## src/core/cbm_pkg.sv

```systemverilog
// What this block does
// - transmit remote-request bit 6 sets the sent frame's remote flag when 1, clears when 0.
// - length bits 3-0 give 0 to 8 bytes directly; codes 1001 to 1111 are reserved.
// - direction bits 7-2 make buffers 5-0 transmitters when 1; reset 0, all receivers.
// - length and direction registers exist only in enhanced modes 1 and 2, not mode 0.
// - id-type enable 1 accepts only frames whose id type matches the filter's type bit.
// - id-type enable 0 accepts standard and extended frames that pass the id comparison.
// - id-type enable bit exists only in modes 1 and 2, reads zero in mode 0, resets 0.
// - mask low byte holds short id bits 2-0 at 7-5, long bits 17-16 at 1-0.
// - mask extended-high byte holds long id mask bits 15 to 8, all writable.
// - two masks, 0 and 1, each with standard-low, extended-high and extended-low bytes.
// - length layout applies to a buffer only while its direction bit selects transmit.
package cbm_pkg;

  // ===========================================================================
  // sizes and register map
  localparam int unsigned NUM_BUF = 6;
  localparam int unsigned NUM_MASK = 2;
  localparam logic [7:0] ADDR_CTRL = 8'h00;
  localparam logic [7:0] ADDR_STATUS = 8'h04;
  localparam logic [7:0] ADDR_DIR = 8'h08;
  localparam logic [2:0] LEN_PAGE = 3'h1;
  localparam logic [2:0] MASK_PAGE = 3'h2;
  localparam logic [1:0] MF_STD_HIGH = 2'h0;
  localparam logic [1:0] MF_STD_LOW = 2'h1;
  localparam logic [1:0] MF_EXT_HIGH = 2'h2;
  localparam logic [1:0] MF_EXT_LOW = 2'h3;

  // ===========================================================================
  // field positions and values
  localparam int unsigned CTRL_CFG_BIT = 2;
  localparam int unsigned LEN_RTR_BIT = 6;
  localparam int unsigned MLOW_TYPE_BIT = 3;
  localparam int unsigned DIR_LSB = 2;
  localparam logic [7:0] LEN_WMASK = 8'h4f;
  localparam logic [3:0] LEN_MAX = 4'h8;
  localparam logic [7:0] DIR_RESET = 8'h00;
  localparam logic [7:0] LEN_RESET = 8'h00;
  localparam logic [2:0] CTRL_RESET = 3'h4;

  typedef enum logic [1:0] {
    CBM_MODE_LEGACY = 2'b00,
    CBM_MODE_ENH = 2'b01,
    CBM_MODE_FIFO = 2'b10
  } cbm_mode_type;

  typedef struct packed {
    logic [10:0] short_identifier_bits;
    logic [17:0] long_identifier_bits;
    logic id_type_en;
  } cbm_mask_type;

  typedef struct packed {
    logic [28:0] id;
    logic ext;
  } cbm_ident_type;

  typedef struct packed {
    logic valid;
    logic rtr;
    logic [3:0] len;
    logic reserved;
  } cbm_txdesc_type;

  localparam cbm_mask_type MASK_RESET = '0;

endpackage : cbm_pkg

```

## src/core/cbm_top.sv

```systemverilog
`timescale 1ns/1ps
`default_nettype none
module cbm_top (
  input wire logic clk_i,
  input wire logic resetn_i,
  input wire logic wb_cyc_i,
  input wire logic wb_stb_i,
  input wire logic wb_we_i,
  input wire logic [7:0] wb_adr_i,
  input wire logic [3:0] wb_sel_i,
  input wire logic [31:0] wb_dat_i,
  output logic [31:0] wb_dat_o,
  output logic wb_ack_o,
  input wire logic tx_req_i,
  input wire logic [2:0] tx_buf_i,
  output cbm_pkg::cbm_txdesc_type tx_desc_o,
  input wire logic rx_valid_i,
  input wire cbm_pkg::cbm_ident_type rx_frame_i,
  input wire cbm_pkg::cbm_ident_type [1:0] filt_i,
  output logic [1:0] accept_o,
  output logic accept_valid_o,
  output logic [5:0] buffer_is_transmitter_o
);
  import cbm_pkg::*;

  // ===========================================================================
  // state
  logic ack_r;
  logic ack_nxt;
  logic [31:0] dat_r;
  logic [31:0] dat_nxt;
  logic [2:0] ctrl_r;
  logic [2:0] ctrl_nxt;
  logic [7:0] dir_r;
  logic [7:0] dir_nxt;
  logic [7:0] len_r [NUM_BUF];
  logic [7:0] len_nxt [NUM_BUF];
  cbm_mask_type mask_r [NUM_MASK];
  cbm_mask_type mask_nxt [NUM_MASK];
  logic [5:0] txbuf_r;
  logic [5:0] txbuf_nxt;
  logic acc_v_r;
  logic acc_v_nxt;
  logic [1:0] hit;

  // ===========================================================================
  // decode
  logic req;
  logic wr;
  logic enh;
  logic cfg;
  logic len_hit;
  logic mask_hit;
  logic [2:0] lidx;
  logic midx;
  logic [1:0] mfld;
  logic [7:0] wbyte;
  logic [7:0] rbyte;
  logic [7:0] lenq;
  logic sel_ok;
  logic [7:0] txbuf_ext;
  logic is_tx_sel;

  assign req = wb_cyc_i && wb_stb_i && !ack_r;
  assign wr = req && wb_we_i && wb_sel_i[0];
  assign wbyte = wb_dat_i[7:0];
  assign enh = (ctrl_r[1:0] != CBM_MODE_LEGACY);
  assign cfg = ctrl_r[CTRL_CFG_BIT];
  assign lidx = wb_adr_i[4:2];
  assign len_hit = (wb_adr_i[7:5] == LEN_PAGE) && (lidx < 3'(NUM_BUF)) && (wb_adr_i[1:0] == 2'h0);
  assign mask_hit = (wb_adr_i[7:5] == MASK_PAGE) && (wb_adr_i[1:0] == 2'h0);
  assign midx = wb_adr_i[4];
  assign mfld = wb_adr_i[3:2];
  assign sel_ok = (tx_buf_i < 3'(NUM_BUF));
  assign lenq = sel_ok ? len_r[tx_buf_i] : 8'h00;
  // buffers 6 and 7 do not exist; padding keeps the index in range and makes them receivers
  assign txbuf_ext = {2'b00, txbuf_r};
  assign is_tx_sel = txbuf_ext[tx_buf_i];

  // ===========================================================================
  // register file
  always_comb begin
    ctrl_nxt = ctrl_r;
    dir_nxt = dir_r;
    len_nxt = len_r;
    mask_nxt = mask_r;
    rbyte = 8'h00;
    if (wb_adr_i == ADDR_CTRL) begin
      rbyte = {5'h00, ctrl_r};
      if (wr) begin
        ctrl_nxt[CTRL_CFG_BIT] = wbyte[CTRL_CFG_BIT];
        // code 3 is no mode; such a write leaves the mode alone
        if (wbyte[1:0] != 2'b11) begin
          ctrl_nxt[1:0] = wbyte[1:0];
        end
      end
    end else if (wb_adr_i == ADDR_STATUS) begin
      rbyte = {4'h0, enh, cfg, hit};
    end else if (wb_adr_i == ADDR_DIR) begin
      rbyte = enh ? dir_r : 8'h00;
      if (wr && enh) begin
        dir_nxt = {wbyte[7:DIR_LSB], 2'b00};
      end
    end else if (len_hit) begin
      rbyte = enh ? len_r[lidx] : 8'h00;
      if (wr && enh) begin
        len_nxt[lidx] = wbyte & LEN_WMASK;
      end
    end else if (mask_hit) begin
      unique case (mfld)
        MF_STD_HIGH: begin
          rbyte = mask_r[midx].short_identifier_bits[10:3];
        end
        MF_STD_LOW: begin
          rbyte = {mask_r[midx].short_identifier_bits[2:0], 1'b0, mask_r[midx].id_type_en && enh, 1'b0,
                   mask_r[midx].long_identifier_bits[17:16]};
        end
        MF_EXT_HIGH: begin
          rbyte = mask_r[midx].long_identifier_bits[15:8];
        end
        MF_EXT_LOW: begin
          rbyte = mask_r[midx].long_identifier_bits[7:0];
        end
      endcase
      // masks only move in configuration mode so a frame never meets half a mask
      if (wr && cfg) begin
        unique case (mfld)
          MF_STD_HIGH: begin
            mask_nxt[midx].short_identifier_bits[10:3] = wbyte;
          end
          MF_STD_LOW: begin
            mask_nxt[midx].short_identifier_bits[2:0] = wbyte[7:5];
            mask_nxt[midx].long_identifier_bits[17:16] = wbyte[1:0];
            if (enh) begin
              mask_nxt[midx].id_type_en = wbyte[MLOW_TYPE_BIT];
            end
          end
          MF_EXT_HIGH: begin
            mask_nxt[midx].long_identifier_bits[15:8] = wbyte;
          end
          MF_EXT_LOW: begin
            mask_nxt[midx].long_identifier_bits[7:0] = wbyte;
          end
        endcase
      end
    end
  end

  // ===========================================================================
  // bus answer and status outputs
  always_comb begin
    ack_nxt = req;
    dat_nxt = (req && !wb_we_i) ? {24'h0, rbyte} : 32'h0;
    // in legacy mode every buffer acts as a receiver
    txbuf_nxt = enh ? dir_nxt[7:DIR_LSB] : 6'h00;
    acc_v_nxt = rx_valid_i;
  end

  always_ff @(posedge clk_i or negedge resetn_i) begin
    if (!resetn_i) begin
      ack_r <= 1'b0;
      dat_r <= 32'h0;
      ctrl_r <= CTRL_RESET;
      dir_r <= DIR_RESET;
      txbuf_r <= 6'h00;
      acc_v_r <= 1'b0;
      for (int i = 0; i < NUM_BUF; i++) begin
        len_r[i] <= LEN_RESET;
      end
      for (int i = 0; i < NUM_MASK; i++) begin
        mask_r[i] <= MASK_RESET;
      end
    end else begin
      ack_r <= ack_nxt;
      dat_r <= dat_nxt;
      ctrl_r <= ctrl_nxt;
      dir_r <= dir_nxt;
      txbuf_r <= txbuf_nxt;
      acc_v_r <= acc_v_nxt;
      len_r <= len_nxt;
      mask_r <= mask_nxt;
    end
  end

  assign wb_ack_o = ack_r;
  assign wb_dat_o = dat_r;
  assign buffer_is_transmitter_o = txbuf_r;
  assign accept_valid_o = acc_v_r;
  assign accept_o = hit;

  // ===========================================================================
  // transmit descriptor and acceptance
  cbm_tx_desc u_tx (
    .clk_i(clk_i),
    .resetn_i(resetn_i),
    .req_i(tx_req_i),
    .sel_ok_i(sel_ok),
    .is_tx_i(is_tx_sel),
    .enh_i(enh),
    .len_byte_i(lenq),
    .desc_o(tx_desc_o)
  );

  for (genvar m = 0; m < NUM_MASK; m++) begin : g_mask
    cbm_accept u_acc (
      .clk_i(clk_i),
      .resetn_i(resetn_i),
      .valid_i(rx_valid_i),
      .enh_i(enh),
      .frame_i(rx_frame_i),
      .filt_i(filt_i[m]),
      .mask_i(mask_r[m]),
      .hit_o(hit[m])
    );
  end

  logic past_sel_ok;
  logic [28:0] diff0;
  assign diff0 = rx_frame_i.id ^ filt_i[0].id;
  logic [28:0] diff1;
  assign diff1 = rx_frame_i.id ^ filt_i[1].id;
  always_ff @(posedge clk_i or negedge resetn_i) begin
    if (!resetn_i) begin
      past_sel_ok <= 1'b0;
    end else begin
      past_sel_ok <= sel_ok;
    end
  end
endmodule : cbm_top
`default_nettype wire

```

## src/core/cbm_accept.sv

```systemverilog
`timescale 1ns/1ps
`default_nettype none
module cbm_accept (
  input wire logic clk_i,
  input wire logic resetn_i,
  input wire logic valid_i,
  input wire logic enh_i,
  input wire cbm_pkg::cbm_ident_type frame_i,
  input wire cbm_pkg::cbm_ident_type filt_i,
  input wire cbm_pkg::cbm_mask_type mask_i,
  output logic hit_o
);
  import cbm_pkg::*;

  // ===========================================================================
  // comparison
  logic hit_r;
  logic hit_nxt;
  logic [28:0] diff;
  logic id_ok;
  logic type_ok;

  always_comb begin
    diff = frame_i.id ^ filt_i.id;
    // standard frames sit in the top eleven id bits; the long bits are not compared
    if (frame_i.ext) begin
      id_ok = ((diff & {mask_i.short_identifier_bits, mask_i.long_identifier_bits}) == 29'h0);
    end else begin
      id_ok = ((diff[28:18] & mask_i.short_identifier_bits) == 11'h0);
    end
    // enable acts only in enhanced modes, so legacy mode accepts both types
    type_ok = !(enh_i && mask_i.id_type_en) || (frame_i.ext == filt_i.ext);
    hit_nxt = valid_i ? (id_ok && type_ok) : hit_r;
  end

  always_ff @(posedge clk_i or negedge resetn_i) begin
    if (!resetn_i) begin
      hit_r <= 1'b0;
    end else begin
      hit_r <= hit_nxt;
    end
  end

  assign hit_o = hit_r;

endmodule : cbm_accept
`default_nettype wire

```

## src/core/cbm_tx_desc.sv

```systemverilog
`timescale 1ns/1ps
`default_nettype none
module cbm_tx_desc (
  input wire logic clk_i,
  input wire logic resetn_i,
  input wire logic req_i,
  input wire logic sel_ok_i,
  input wire logic is_tx_i,
  input wire logic enh_i,
  input wire logic [7:0] len_byte_i,
  output cbm_pkg::cbm_txdesc_type desc_o
);
  import cbm_pkg::*;

  // ===========================================================================
  // descriptor
  cbm_txdesc_type desc_r;
  cbm_txdesc_type desc_nxt;

  always_comb begin
    desc_nxt = desc_r;
    desc_nxt.valid = req_i && sel_ok_i && is_tx_i && enh_i;
    if (req_i) begin
      desc_nxt.rtr = len_byte_i[LEN_RTR_BIT];
      desc_nxt.reserved = (len_byte_i[3:0] > LEN_MAX);
      // reserved codes go out as eight bytes, the most a frame can carry
      desc_nxt.len = desc_nxt.reserved ? LEN_MAX : len_byte_i[3:0];
    end
  end

  always_ff @(posedge clk_i or negedge resetn_i) begin
    if (!resetn_i) begin
      desc_r <= '0;
    end else begin
      desc_r <= desc_nxt;
    end
  end

  assign desc_o = desc_r;

endmodule : cbm_tx_desc
`default_nettype wire

```

## config.mk

```make
export PLATFORM = sky130hd
export DESIGN_NAME = cbm_top
export DESIGN_NICKNAME = d
export VERILOG_FILES = /design/src/core/cbm_pkg.sv /design/src/core/cbm_top.sv /design/src/core/cbm_accept.sv /design/src/core/cbm_tx_desc.sv
export SDC_FILE = /design/constraint.sdc
export NUM_CORES = 1
export LEC_CHECK = 0
export ABC_AREA = 1
export BUFFER_PORTS_ARGS = -buffer_cell sky130_fd_sc_hd__buf_2
export CELL_PAD_IN_SITES_DETAIL_PLACEMENT = 2
export CELL_PAD_IN_SITES_GLOBAL_PLACEMENT = 2
export CORE_MARGIN = 2
export CORE_UTILIZATION = 29
export CTS_CLUSTER_SIZE = 40
export DETAILED_ROUTE_END_ITERATION = 10
export HOLD_SLACK_MARGIN = 0.15
export PLACE_DENSITY = 0.81
export REMOVE_ABC_BUFFERS = 1
export SLEW_MARGIN = 0
export SYNTH_ARGS = -nofsm -noshare
export SYNTH_HDL_FRONTEND = slang
export SYNTH_HIERARCHICAL = 1
export SYNTH_SLANG_ARGS = --single-unit
```

## constraint.sdc

```tcl
create_clock -name clk_i -period 2.1 [get_ports clk_i]
set_clock_uncertainty 0.15 [all_clocks]
set_input_delay 0.21 -clock clk_i [delete_from_list [all_inputs] [get_ports clk_i]]
set_output_delay 0.21 -clock clk_i [all_outputs]
set_load 0.02 [all_outputs]
```

Yosys cells after proc, flatten, opt, wreduce, memory -nomap -nowiden
Cells that the tools add are included.
{ "totals": {"ff_bits": 142, "word_cells": 147} }
{ "op_classes": {"n_reduce_logical": 38, "eq_ne": 10, "bitwise": 13, "muxes": 52, "magnitude_cmp": 9} }
{ "ops": {"columns": ["cell", "n"], "rows": [
  ["$bwmux W60", 6],
  ["$pmux W60 S4", 1],
  ["$demux W30 S1", 6],
  ["$mux W30", 4],
  ["$mux W8", 15],
  ["$mux W60", 1],
  ["$and A29 B29 Y29", 2],
  ["$logic_not A29 Y1", 2],
  ["$xor A29 B29 Y29", 2],
  ["$bmux W8 S3", 2],
  ["$bwmux W48", 1],
  ["$pmux W8 S4", 1],
  ["$demux W8 S3", 1],
  ["$and A11 B11 Y11", 2],
  ["$logic_not A11 Y1", 2],
  ["$mux W22", 1],
  ["$mux W7", 3],
  ["$logic_and A1 B1 Y1", 20],
  ["$mux W19", 1],
  ["$mux W17", 1],
  ["$mux W9", 1],
  ["$eq A8 B3 Y1 const B", 1],
  ["$eq A8 B4 Y1 const B", 1],
  ["$ge A4 B4 Y1 const B", 2],
  ["28 further kinds", 43]
]} }

Logic depth before layout (Yosys ltp)
Gate-level depths: netlist of run 1.
{ "depth": {"depth_word": 12, "mapped_depth": 11, "mapped_depth_nobuf": 11} }

Hierarchy
The synthesis of run 1 kept the hierarchy.
{ "by_module_without_submodules": {"columns": ["mod", "area_per_inst_um2", "cells_per_inst", "seq_area_each_um2", "n_inst"], "rows": [
  ["cbm_top", 6157.2, 813, 2879.0, 1],
  ["cbm_accept", 619.3, 140, 25.0, 2],
  ["cbm_tx_desc", 289.0, 35, 175.2, 1]
]} }

Worst setup path before layout of run 1
OpenSTA, ideal clock, no wires.
{ "synth_path": {"path_kind": "register to register", "start": "register ack_r (netlist: wb_ack_o)", "end": "register mask_r[17] in the netlist's numbering", "setup_slack_ns": 0.274, "setup_ns": 0.129, "arrival_ns": 1.546, "required_time_ns": 1.821, "path_stages_with_launch": 8, "n_path_buf": 0, "synth_period_minus_slack_ns": 1.826, "cell_sequence": "dfrtp_1 > nand3b_1 > nor2_2 > nand2_1 > nor3_2 > nand2_2 > nor2_1 > o21ai_0"} }
{ "synth_between": {"elab_chain_len": 6} }
{ "synth_lines": {"columns": ["item", "line", "source"], "rows": [
  ["from (decl)", "cbm_top.sv:28", "logic ack_r;"],
  ["from (signal assigned)", "cbm_top.sv:174", "ack_r <= ack_nxt;"],
  ["$logic_not A1 Y1", "cbm_top.sv:64", "assign req = wb_cyc_i && wb_stb_i && !ack_r;"],
  ["$logic_and A1 B1 Y1", "cbm_top.sv:64", null],
  ["$logic_and A1 B1 Y1 (2 in series)", "cbm_top.sv:65", "assign wr = req && wb_we_i && wb_sel_i[0];"],
  ["$logic_and A1 B1 Y1", "cbm_top.sv:126", "if (wr && cfg) begin"],
  ["$reduce_and A6 Y1 (no source line)", null, null],
  ["to (signal assigned)", "cbm_top.sv:181", "mask_r <= mask_nxt;"],
  ["to (decl)", "cbm_top.sv:38", "cbm_mask_type mask_r [NUM_MASK];"]
]} }
Every way passes these cells.
A chain may end at the register's enable or synchronous reset.

Worst setup path in the final report of run 1
{ "layout_path": {"start": "register ack_r (netlist: wb_ack_o)", "end": "register dat_r[7] (netlist: wb_dat_o[7])"} }
{ "layout_between": {"elab_chain_len": 4} }
{ "layout_lines": {"columns": ["item", "line", "source"], "rows": [
  ["$logic_not A1 Y1", "cbm_top.sv:64", null],
  ["$logic_and A1 B1 Y1", "cbm_top.sv:64", null],
  ["$logic_and A1 B1 Y1", "cbm_top.sv:153", "dat_nxt = (req && !wb_we_i) ? {24'h0, rbyte} : 32'h0;"],
  ["$mux W8", "cbm_top.sv:153", null],
  ["net dat_nxt[7]", "cbm_top.sv:31", "logic [31:0] dat_nxt;"],
  ["to (signal assigned)", "cbm_top.sv:175", "dat_r <= dat_nxt;"],
  ["to (decl)", "cbm_top.sv:30", "logic [31:0] dat_r;"]
]} }
The timed path passes the listed nets, and every way through them passes these cells.

==> flow_summary.yaml, run 1 <==
setup_path:
  slowest_stage: "dlygate4sd3_1"
  end_kind: "register"
  worstSetupStartpointType: "register"
  cp_cell_sequence: "nand3b_1 -> nor2_1 -> dlygate4sd3_1 -> inv_1 -> a21oi_1"
  cp.required_ns: 2.25
  critical_path_class: "register to register"
  critPathMaxFanout: 4
  arrival_ns: 2.33
  slowest_delay_ns: 0.64
logic_synthesis:
  post_synth.cell_area_avg_um2: 6.813
  yosys.area.top_type: "dfrtp_1"
  syn-instance-count: 1128
  seq_area_frac_synth_pct: 40.39
  synth.distinct_cells: 42
  syn_area_um2: 7685
  synth_top_area_share_pct: 40.05
  synth_warnings: 6
  synthTopCellsByArea: "dfrtp_1, nand2_1, o21ai_0"
  ys_ff_latch: 124
worst_hold_path:
  hp-class: "primary input to register"
detailed_routing:
  vias: 8912
  via_per_inst: 5.258
  dr.pass1.iters: 5
  wl_per_cell_um: 21.87
  drtIter0Drc: 533
  drtAntennaViolNets: 0
  wl_mm: 37.06
  drc: 0
clock_network:
  path_clk_slew_ns: 0.06
  clock_latency_ns: 0.45
  numCtsBuffers: 17
  cts_max_level: 4
  clockRootBuffer: "clkbuf_16"
  clk_path_buf_depth: 2
  cts_tree: "done"
  cts_sinks: 124
power:
  p_leak_uw: 0.005188
  intPower_uw: 4630
  power_switching_uw: 1844
  seqPwrFrac_pct: 37.3
  swShare_pct: 28.48
  share_comb_of_total_power_pct: 13.5
  p_total_uw: 6474
  powerDensity_nw_per_um2: 644.7
  max-vdd-ir-drop_mv: 0.4790
  clkPwrFrac_pct: 49.2
timing:
  worst_slew_pin_slew_ns: 0.5481
  hold_ws_ns: 0.1608
  finalCriticalPeriod_ns: 2.171
  finalSetupViolations: 9
  finalMaxSlewViolations: 0
  setup_ws_ns: -0.07082
  grt_setup_unrepaired: "yes"
  clock.fmax_mhz: 460.7
  fin_crit_sh_pct: 103.4
  relSlewSlack_pct: 63.42
  hold_viol: 0
floorplan:
  rows: 59
  ios: 193
  die_y_um: 166.8
  die_w_um: 166.8
  coreArea_um2: 26060
  dieArea_um2: 27820
  initial_core_util_pct: 29.49
grt:
  grt_max_degree: 51
  grt_use_met3_pct: 4.349
  grt_pass1_vias: 9496
  grt-busiest-layer: "met2"
  grt_overflow_total: 0
  antenna_found_initial: 0
  grt_pass1_wl_mm: 55.38
  grtUsageMet2_pct: 43.66
  grtUsageMet1_pct: 32.86
  grt_util_all_layers_pct: 25.70
final_layout:
  fill_cells: 3127
  area_delta_synth_final_pct: 30.66
  fin_area_um2: 10040
  drive_above_1_share_pct: 20.44
  nets: 1491
  diodes: 0
place:
  io_buffers: 141
  pre_cts_slack_ns: 0.03887
  gp_congestion: 0.8791
  place_area_um2: 9077
  dp_hpwl_mm: 24.96
job:
  max-cap-violations: 0
outcome:
  status: "finished, violations left"
  violations: "negative setup slack"
registers in the layout, summed over array words and instances (netlist names):
register / count
buffer_is_transmitter_o: 6
accept_valid_o: 1
wb_ack_o: 1
g_mask.u_acc/hit_o: 2
wb_dat_o: 8
len_r: 30
dir_r: 6
mask_r: 60
u_tx/desc_o: 7
ctrl_r: 3
metrics by stage:
stage,setup TNS (ns),utilization [%],instances
after CTS,0,38.22,1691
after global placement,0,34.83,1631
after detailed placement,0,34.83,1631
after global routing,-3.747,38.53,1695
final,-0.2334,38.53,1695
after floorplan,0,-,1097
power groups by stage:
stage	Clock [µW]	Sequential, µW	Combinational [µW]
2_1_floorplan	0	2470	302
5_1_grt	3320	2410	947
3_5_place_dp	0	2460	806
3_3_place_gp	0	2460	780
6_report	3190	2410	874
4_1_cts	3170	2410	856
placed cells by master (no fill, tap or decap), types with 16 or more instances in the layout:
cell           instances
nand2_1              371
conb_1                24
dlygate4sd3_1         22
a21oi_1               24
clkbuf_16             17
buf_4                 60
or2_1                 16
dfrtp_1              123
buf_2                140
o21ai_1               21
o21ai_0              121
inv_1                 94
nor2_1               141
nand3_1               72
logic make-up after synthesis:
family	count (synthesis)	synth area share, %
simple gates	643	35.72
other cells	1	0.04880
mux	1	0.1303
flops	124	40.39
compound gates	201	14.03
buf+inv	154	9.215
xor+xnor	4	0.4558
worst paths after layout:
kind                                                 start  slack [ns]  cells past startpoint                                 to
worst max-delay path                    wb_ack_o$_DFF_PN0_       -0.07                      5              wb_dat_o[7]$_DFF_PN0_
worst min-delay path                        rx_frame_i[27]        0.16                      7  g_mask[1].u_acc/hit_o$_DFFE_PN0P_
worst max register to register          wb_ack_o$_DFF_PN0_       -0.07                      5              wb_dat_o[7]$_DFF_PN0_
worst min register to register  u_tx/desc_o[2]$_DFFE_PN0P_        0.33                      2         u_tx/desc_o[2]$_DFFE_PN0P_
max in group asynchronous                         resetn_i        1.24                      3              ctrl_r[2]$_DFFE_PN1P_
min in group asynchronous                         resetn_i        0.20                      3              mask_r[2]$_DFFE_PN0P_
layer usage:
metal | vias up | part of all wire (%)
met4 | 0 | 3.8
met3 | 75 | 4.0
met1 | 4524 | 43
li1 | 4030 | -
met2 | 283 | 49
met5 | - | 0
layout make-up:
class	count	area (µm²)	share of cell area [%]
Clock inverter	10	140.1	1.396
Clock buffer	22	464.2	4.623
Tap cell	335	419.2	4.174
Timing Repair Buffer	231	1551	15.45
Multi-Input combinational cell	873	3985	39.69
Sequential cell	124	3104	30.92
Inverter	100	376.6	3.751
critical path: cells and delay by family, from the launching register on:
kind / cells / cell delay, ns
DFF: 1 / 0.40
AOI/OAI and AO/OA: 1 / 0.30
and+or+nand+nor: 2 / 0.46
buffers and inverters: 2 / 0.73
synthesized netlist by cell type, drive strengths merged:
library cell  instances
o211ai                9
nor2                150
or2                  19
o22ai                13
dfrtp               123
nor3                  5
clkbuf               11
mux2i                 1
dfstp                 1
conb                  1
o31ai                 1
a31oi                 2
inv                  98
o2111ai               1
nand2               381
a22oi                 7
clkinv                2
nand3b                1
nand3                77
xor2                  4
buf                  43
nand4                10
a21oi                24
o21ai               144
repair_timing:
item / 4_1_cts / 5_1_grt
hold endpoints to repair: 186 / 0
setup buffers: 5 / 4
hold buffers: 23 / 0
pin swaps: 2 / 3
endpoints found under the setup margin: 2 / 67
gates resized for setup: 0 / 15
(Power assumes the default switching activity.)
==> run 2: changes to the inputs <==
--- a/config.mk
+++ b/config.mk
@@ -5,12 +5,12 @@
 export SDC_FILE = /design/constraint.sdc
 export NUM_CORES = 1
 export LEC_CHECK = 0
-export ABC_AREA = 1
+export ABC_AREA = 0
 export BUFFER_PORTS_ARGS = -buffer_cell sky130_fd_sc_hd__buf_2
 export CELL_PAD_IN_SITES_DETAIL_PLACEMENT = 2
 export CELL_PAD_IN_SITES_GLOBAL_PLACEMENT = 2
 export CORE_MARGIN = 2
-export CORE_UTILIZATION = 29
+export CORE_UTILIZATION = 34
 export CTS_CLUSTER_SIZE = 40
 export DETAILED_ROUTE_END_ITERATION = 10
 export HOLD_SLACK_MARGIN = 0.15
==> run 2 against run 1 <==
  * The run still ends with negative setup slack left
  * Via count down 36%
  * Critical path depth up 5
  * Area after synthesis down 9.2%
  * Clock power down 6.3%
  * Register-to-register slack better by 0.03 ns
  * Combinational power down 32%
  * Sequential share of layout area up 3.1 points
  * Worst setup slack better by 0.0089 ns
  * Maximum frequency up 0.41%
  * Non-clock buffer count down 21
  * Highest routed layer unchanged
==> flow_summary.yaml, run 2 <==
outcome:
  status: "finished, violations left"
  violations: "negative setup slack"
grt:
  grt-busiest-layer: "met2"
  grt_overflow_total: 0
  antenna_found_initial: 0
  grt_pass1_vias: 6752
  grtUsageMet2_pct: 45.21
  grt_pass1_wl_mm: 40.25
  grt_util_all_layers_pct: 24.75
  grt_use_met3_pct: 5.000
  grtUsageMet1_pct: 27.72
  grt_max_degree: 54
place:
  dp_hpwl_mm: 19.15
  pre_cts_slack_ns: -0.1650
  gp_congestion: 0.8703
  io_buffers: 141
final_layout:
  area_delta_synth_final_pct: 30.84
  top_register: "mask_r"
  nets: 941
  utilization_pct: 45.29
  final_common_cell: "buf_2"
  fill_cells: 2084
  largest_reg_flops: 60
  mostFrequentLayoutCells: "buf_2, dfrtp_1, mux2_2, xor2_1, buf_4"
  drive_above_1_share_pct: 44.87
timing:
  finalCriticalPeriod_ns: 2.162
  relSlewSlack_pct: 37.58
  setup_ws_ns: -0.06194
  hold_viol: 0
  setup-tns-final_ns: -0.08996
  finalMaxSlewViolations: 0
  grt_setup_unrepaired: "yes"
  hold_ws_ns: 0.1839
  fin_crit_sh_pct: 102.9
  clock.fmax_mhz: 462.5
  finalSetupViolations: 3
  worst_slew_pin_slew_ns: 0.9332
setup_path:
  timing.critical_path.mode_cell: "buf_4"
  cp_cell_sequence: "dlygate4sd3_1 -> buf_2 -> nand2b_1 -> a2111oi_4 -> buf_4 -> buf_4 -> buf_4 -> a21oi_1 -> o31ai_1 -> a22o_1"
  worstSetupStartpointType: "primary input"
  end_kind: "register"
  critPathTopFamily: "buffers and inverters"
  critPathMaxFanout: 7
  slowest_delay_ns: 0.53
  slowest_stage: "dlygate4sd3_1"
  arrival_ns: 2.37
  cp.required_ns: 2.31
  crit_buf_inv: 5
  critical_path_class: "primary input to register"
floorplan:
  die_y_um: 147.3
  rows: 52
  ios: 193
  dieArea_um2: 21700
  coreArea_um2: 20170
  initial_core_util_pct: 34.62
  die_w_um: 147.3
clock_network:
  cts_max_level: 4
  clock_latency_ns: 0.42
  clockRootBuffer: "clkbuf_16"
  path_clk_slew_ns: 0.05
  cts_tree: "done"
  cts_sinks: 124
  numCtsBuffers: 17
  clk_path_buf_depth: 2
logic_synthesis:
  syn-instance-count: 590
  synth_top_area_share_pct: 44.09
  synth.distinct_cells: 56
  synth_warnings: 6
  seq_area_frac_synth_pct: 44.46
  synth_edf_count: 0
  synthFlopType: "dfrtp_1"
  post_synth.cell_area_avg_um2: 11.83
  syn_area_um2: 6982
  synthArstFlopShare_pct: 100.0
  synth_common_cells: "dfrtp_1, mux2_2, xor2_1, mux2i_1, a22oi_1"
  synthTopCellsByArea: "dfrtp_1, mux2_2, xor2_1"
  ys_ff_latch: 124
  yosysMostFrequentCell: "dfrtp_1"
  yosys.area.top_type: "dfrtp_1"
detailed_routing:
  drtAntennaViolNets: 0
  wl_per_cell_um: 24.67
  vias: 5748
  via_per_inst: 5.322
  drc: 0
  dr.pass1.iters: 4
  wl_mm: 26.64
  drtIter0Drc: 270
job:
  max-cap-violations: 0
power:
  p_leak_uw: 0.004477
  powerDensity_nw_per_um2: 656.4
  max-vdd-ir-drop_mv: 0.4385
worst_hold_path:
  hp-class: "primary input to register"
[run 2: changes by cell type after synthesis, moves of 37 or more]
cell and change:
o21ai_0 -120, mux2i_1 +37, nor2_1 -129, nand2_1 -351, mux2_2 +96, nand3_1 -58, inv_1 -79, xor2_1 +56
[run 2: kinds of logic after synthesis]
logic type	Yosys count	synth area share (%)
muxes	149	25.23
DFF	124	44.46
and+or+nand+nor	106	8.638
AOI/OAI and AO/OA	89	9.248
buffers and inverters	61	4.839
xor gates and xnor gates	60	7.527
other	1	0.05371
[run 2: power breakdown]
| group | switching, µW | internal, µW | total [µW] |
|---|---|---|---|
| Clock | 1070 | 1920 | 2990 |
| Combinational | 374 | 224 | 597 |
| Sequential | 7.23 | 2400 | 2400 |
[run 2: layout make-up]
type / count / area [µm²] / area share (%)
multi-input combinational: 428 / 3681 / 40.30
sequential: 124 / 3105 / 34.00
timing repair buffer: 210 / 1350 / 14.78
clock buffer: 25 / 515.5 / 5.643
tap: 270 / 337.8 / 3.698
clock inverter: 6 / 82.58 / 0.9040
inverter: 16 / 60.06 / 0.6574
antenna: 1 / 2.502 / 0.02739
[run 2: worst paths after layout]
check                                                 from                                    to  slack (ns)  cells past startpoint
worst min-delay path                            filt_i[49]     g_mask[1].u_acc/hit_o$_DFFE_PN0P_        0.18                      5
worst min register to register  u_tx/desc_o[5]$_DFFE_PN0P_            u_tx/desc_o[5]$_DFFE_PN0P_        0.38                      1
worst max register to register       ctrl_r[0]$_DFFE_PN0P_                 wb_dat_o[2]$_DFF_PN0_       -0.04                      9
max in group asynchronous                         resetn_i  buffer_is_transmitter_o[3]$_DFF_PN0_        0.26                      3
worst max-delay path                           wb_adr_i[6]                 wb_dat_o[2]$_DFF_PN0_       -0.06                     10
min in group asynchronous                         resetn_i  buffer_is_transmitter_o[4]$_DFF_PN0_        0.20                      3
[run 2: worst reg2reg max path, cell delays in order, from the launching register on]
cell and delay [ns]:
dfrtp_1 0.37, nor2_1 0.07, buf_4 0.16, a2111oi_4 0.29, buf_4 0.21, buf_4 0.11, buf_4 0.12, a21oi_1 0.05
o31ai_1 0.34, a22o_1 0.21
[run 2: timing repair]
| item | 4_1_cts | 5_1_grt |
|---|---|---|
| hold buffers | 13 | 0 |
| endpoints found under the setup margin | 54 | 49 |
| hold endpoints to repair | 161 | 0 |
| setup buffers | 0 | 9 |
| pin swaps | 0 | 3 |
| resized for setup | 6 | 7 |
| cloned | 0 | 0 |
[run 2: layer usage]
| metal | vias up | routed length (µm) |
|---|---|---|
| met5 | - | 0 |
| met4 | 0 | 1032 |
| met3 | 64 | 1162 |
| met2 | 203 | 14190 |
| met1 | 2954 | 10260 |
| li1 | 2527 | - |
[run 2: stage by stage]
| step | cell area, µm² | instances | power, µW |
|---|---|---|---|
| after CTS | 9029 | 1070 | 6039 |
| after global placement | 8277 | 1026 | 2979 |
| after floorplan | 6790 | 568 | 2627 |
| final | 9135 | 1080 | 5996 |
| after global routing | 9133 | 1079 | 6179 |
| after detailed placement | 8277 | 1026 | 3006 |
==> run 3: changes to the inputs <==
--- a/config.mk
+++ b/config.mk
@@ -9,7 +9,7 @@
 export BUFFER_PORTS_ARGS = -buffer_cell sky130_fd_sc_hd__buf_2
 export CELL_PAD_IN_SITES_DETAIL_PLACEMENT = 2
 export CELL_PAD_IN_SITES_GLOBAL_PLACEMENT = 2
-export CORE_MARGIN = 2
+export CORE_MARGIN = 5
 export CORE_UTILIZATION = 34
 export CTS_CLUSTER_SIZE = 40
 export DETAILED_ROUTE_END_ITERATION = 10
==> run 3 against run 2 <==
  * The flow now finishes without violations
  * Critical path depth down 5
  * Highest routed layer unchanged
  * Sequential power about the same
  * Cell count decreased by 0.83%
  * Die area rose by 8.3%
  * Count of clock-buffer cells in the layout is 1 lower
  * Via count decreased by 1.4%
  * First-iteration DRC count increased by 10%
  * Power down 2.3%
==> flow_summary.yaml, run 3 (synthesized netlist as in run 2, its figures left out) <==
setup_path:
  slowest_stage: "nor4_1"
  critPathMaxFanout: 6
  critPathTopFamily: "simple AND/OR/NAND/NOR gates"
  r2r_cells: 5
  cp.required_ns: 2.30
  timing.critical_path.mode_cell: "nand2_1"
  arrival_ns: 2.27
  worst_r2r_endpoint: "wb_dat_o[7]$_DFF_PN0_"
  crit_buf_inv: 1
  timing.critical_path.from: "wb_ack_o$_DFF_PN0_"
  critical_path_class: "register to register"
  r2r_start: "wb_ack_o$_DFF_PN0_"
  rrSetupSlack_ns: 0.03
  end_kind: "register"
  slowest_delay_ns: 0.52
  cp_cell_sequence: "or3_1 -> nor4_1 -> buf_4 -> nand2_1 -> nand2_1"
  worstSetupStartpointType: "register"
worst_hold_path:
  whs_path_depth: 3
  hp-class: "primary input to register"
  hold_end: "g_mask[1].u_acc/hit_o$_DFFE_PN0P_"
  hp-start: "rx_frame_i[0]"
timing:
  grt_setup_unrepaired: "yes"
  finalSetupViolations: 0
  hold_viol: 0
  setup_ws_ns: 0.03167
  finalMaxSlewViolations: 0
  clock.fmax_mhz: 483.5
  fin_crit_sh_pct: 98.49
  worst_slew_pin_slew_ns: 0.5966
  relSlewSlack_pct: 60.23
  finalCriticalPeriod_ns: 2.068
  hold_ws_ns: 0.1653
detailed_routing:
  drc: 0
  vias: 5667
  drtIter0Drc: 298
  via_per_inst: 5.291
  dr.pass1.iters: 4
  wl_per_cell_um: 24.84
  drtAntennaViolNets: 0
  wl_mm: 26.61
clock_network:
  numCtsBuffers: 17
  cts_max_level: 4
  clock_latency_ns: 0.43
  cts_sinks: 124
  clk_path_buf_depth: 2
  path_clk_slew_ns: 0.06
  cts_tree: "done"
  clockRootBuffer: "clkbuf_16"
grt:
  antenna_found_initial: 0
  grt_pass1_wl_mm: 40.73
  grt_pass1_vias: 6652
  grt_overflow_total: 0
  grt_util_all_layers_pct: 22.67
  grt_max_degree: 49
power:
  p_total_uw: 5857
  max-vdd-ir-drop_mv: 0.4803
  p_leak_uw: 0.004436
  powerDensity_nw_per_um2: 647.4
place:
  place.detailed.instances: 1028
  dp_hpwl_mm: 19.60
  io_buffers: 141
  gp_congestion: 0.8430
  pre_cts_slack_ns: -0.2875
final_layout:
  nets: 933
  final_common_cell: "buf_2"
  mostFrequentLayoutCells: "buf_2, dfrtp_1, mux2_2, xor2_1, buf_4"
  drive_above_1_share_pct: 44.82
  largest_reg_flops: 60
  top_register: "mask_r"
  area_delta_synth_final_pct: 29.57
  diodes: 0
  final_cells: 1071
floorplan:
  ios: 193
  die_y_um: 153.3
  initial_core_util_pct: 34.50
  dieArea_um2: 23500
  rows: 52
  die_w_um: 153.3
  coreArea_um2: 20230
job:
  max-cap-violations: 0
outcome:
  status: "complete, no violations"
[run 3: cell types whose count changed in the layout (fill, tap and decap cells not counted), sizes merged]
cell and change:
buf -6, diode -1, clkinv +2, bufinv -1
dlygate4sd3 -2, clkbuf -1
[run 3: worst reg2reg max path, cell delays in order, from the launching register on]
cell	delay [ns]
dfrtp_1	0.44
or3_1	0.49
nor4_1	0.52
buf_4	0.21
nand2_1	0.06
nand2_1	0.12
[run 3: area by class of cell]
| type | count | area (µm²) |
|---|---|---|
| Clock buffer | 24 | 501.7 |
| Clock inverter | 7 | 62.56 |
| Fill cell | 2068 | 11190 |
| Inverter | 16 | 60.06 |
| Multi-Input combinational cell | 428 | 3692 |
| Sequential cell | 124 | 3104 |
| Tap cell | 270 | 337.8 |
| Timing Repair Buffer | 202 | 1287 |
[run 3: repair_timing]
action / 4_1_cts / 5_1_grt
gates cloned: 0 / 0
hold endpoints to repair: 162 / 0
setup endpoints to repair: 44 / 57
hold buffers: 11 / 0
pin swaps: 3 / 1
buffers inserted: 0 / 1
resized for setup: 3 / 15
[run 3: per-layer routing]
layer	track usage, %	up-vias	share of wire, %
met5	0	-	0
met4	9.037	0	3.2
met3	4.354	48	4.6
met2	40.05	189	52
met1	27.13	2915	41
li1	-	2515	-
[run 3: metrics by stage]
step | instance area (µm²) | setup TNS, ns | util [%]
6_report | 9046 | 0 | 44.71
2_1_floorplan | 6790 | -1.917 | -
4_1_cts | 8981 | 0 | 44.39
3_3_place_gp | 8292 | -6.602 | 40.98
5_1_grt | 9046 | -0.1022 | 44.71
3_5_place_dp | 8292 | -11.50 | 40.98
[run 3: worst max-delay path by stage]
stage,slack (ns),cells after the start,end
global placement,-0.14,8,mask_r[49]$_DFFE_PN0P_
CTS,0.02,6,mask_r[35]$_DFFE_PN0P_
global route,-0.02,7,len_r[14]$_DFFE_PN0P_
floorplan,-0.07,4,mask_r[47]$_DFFE_PN0P_
finish,0.03,5,wb_dat_o[7]$_DFF_PN0_
detailed placement,-0.29,7,wb_dat_o[7]$_DFF_PN0_
[run 3: report_power, final]
part	internal, µW	switching [µW]
sequential	2400	6.28
combinational	219	375
clock	1770	1090
total	4380	1470
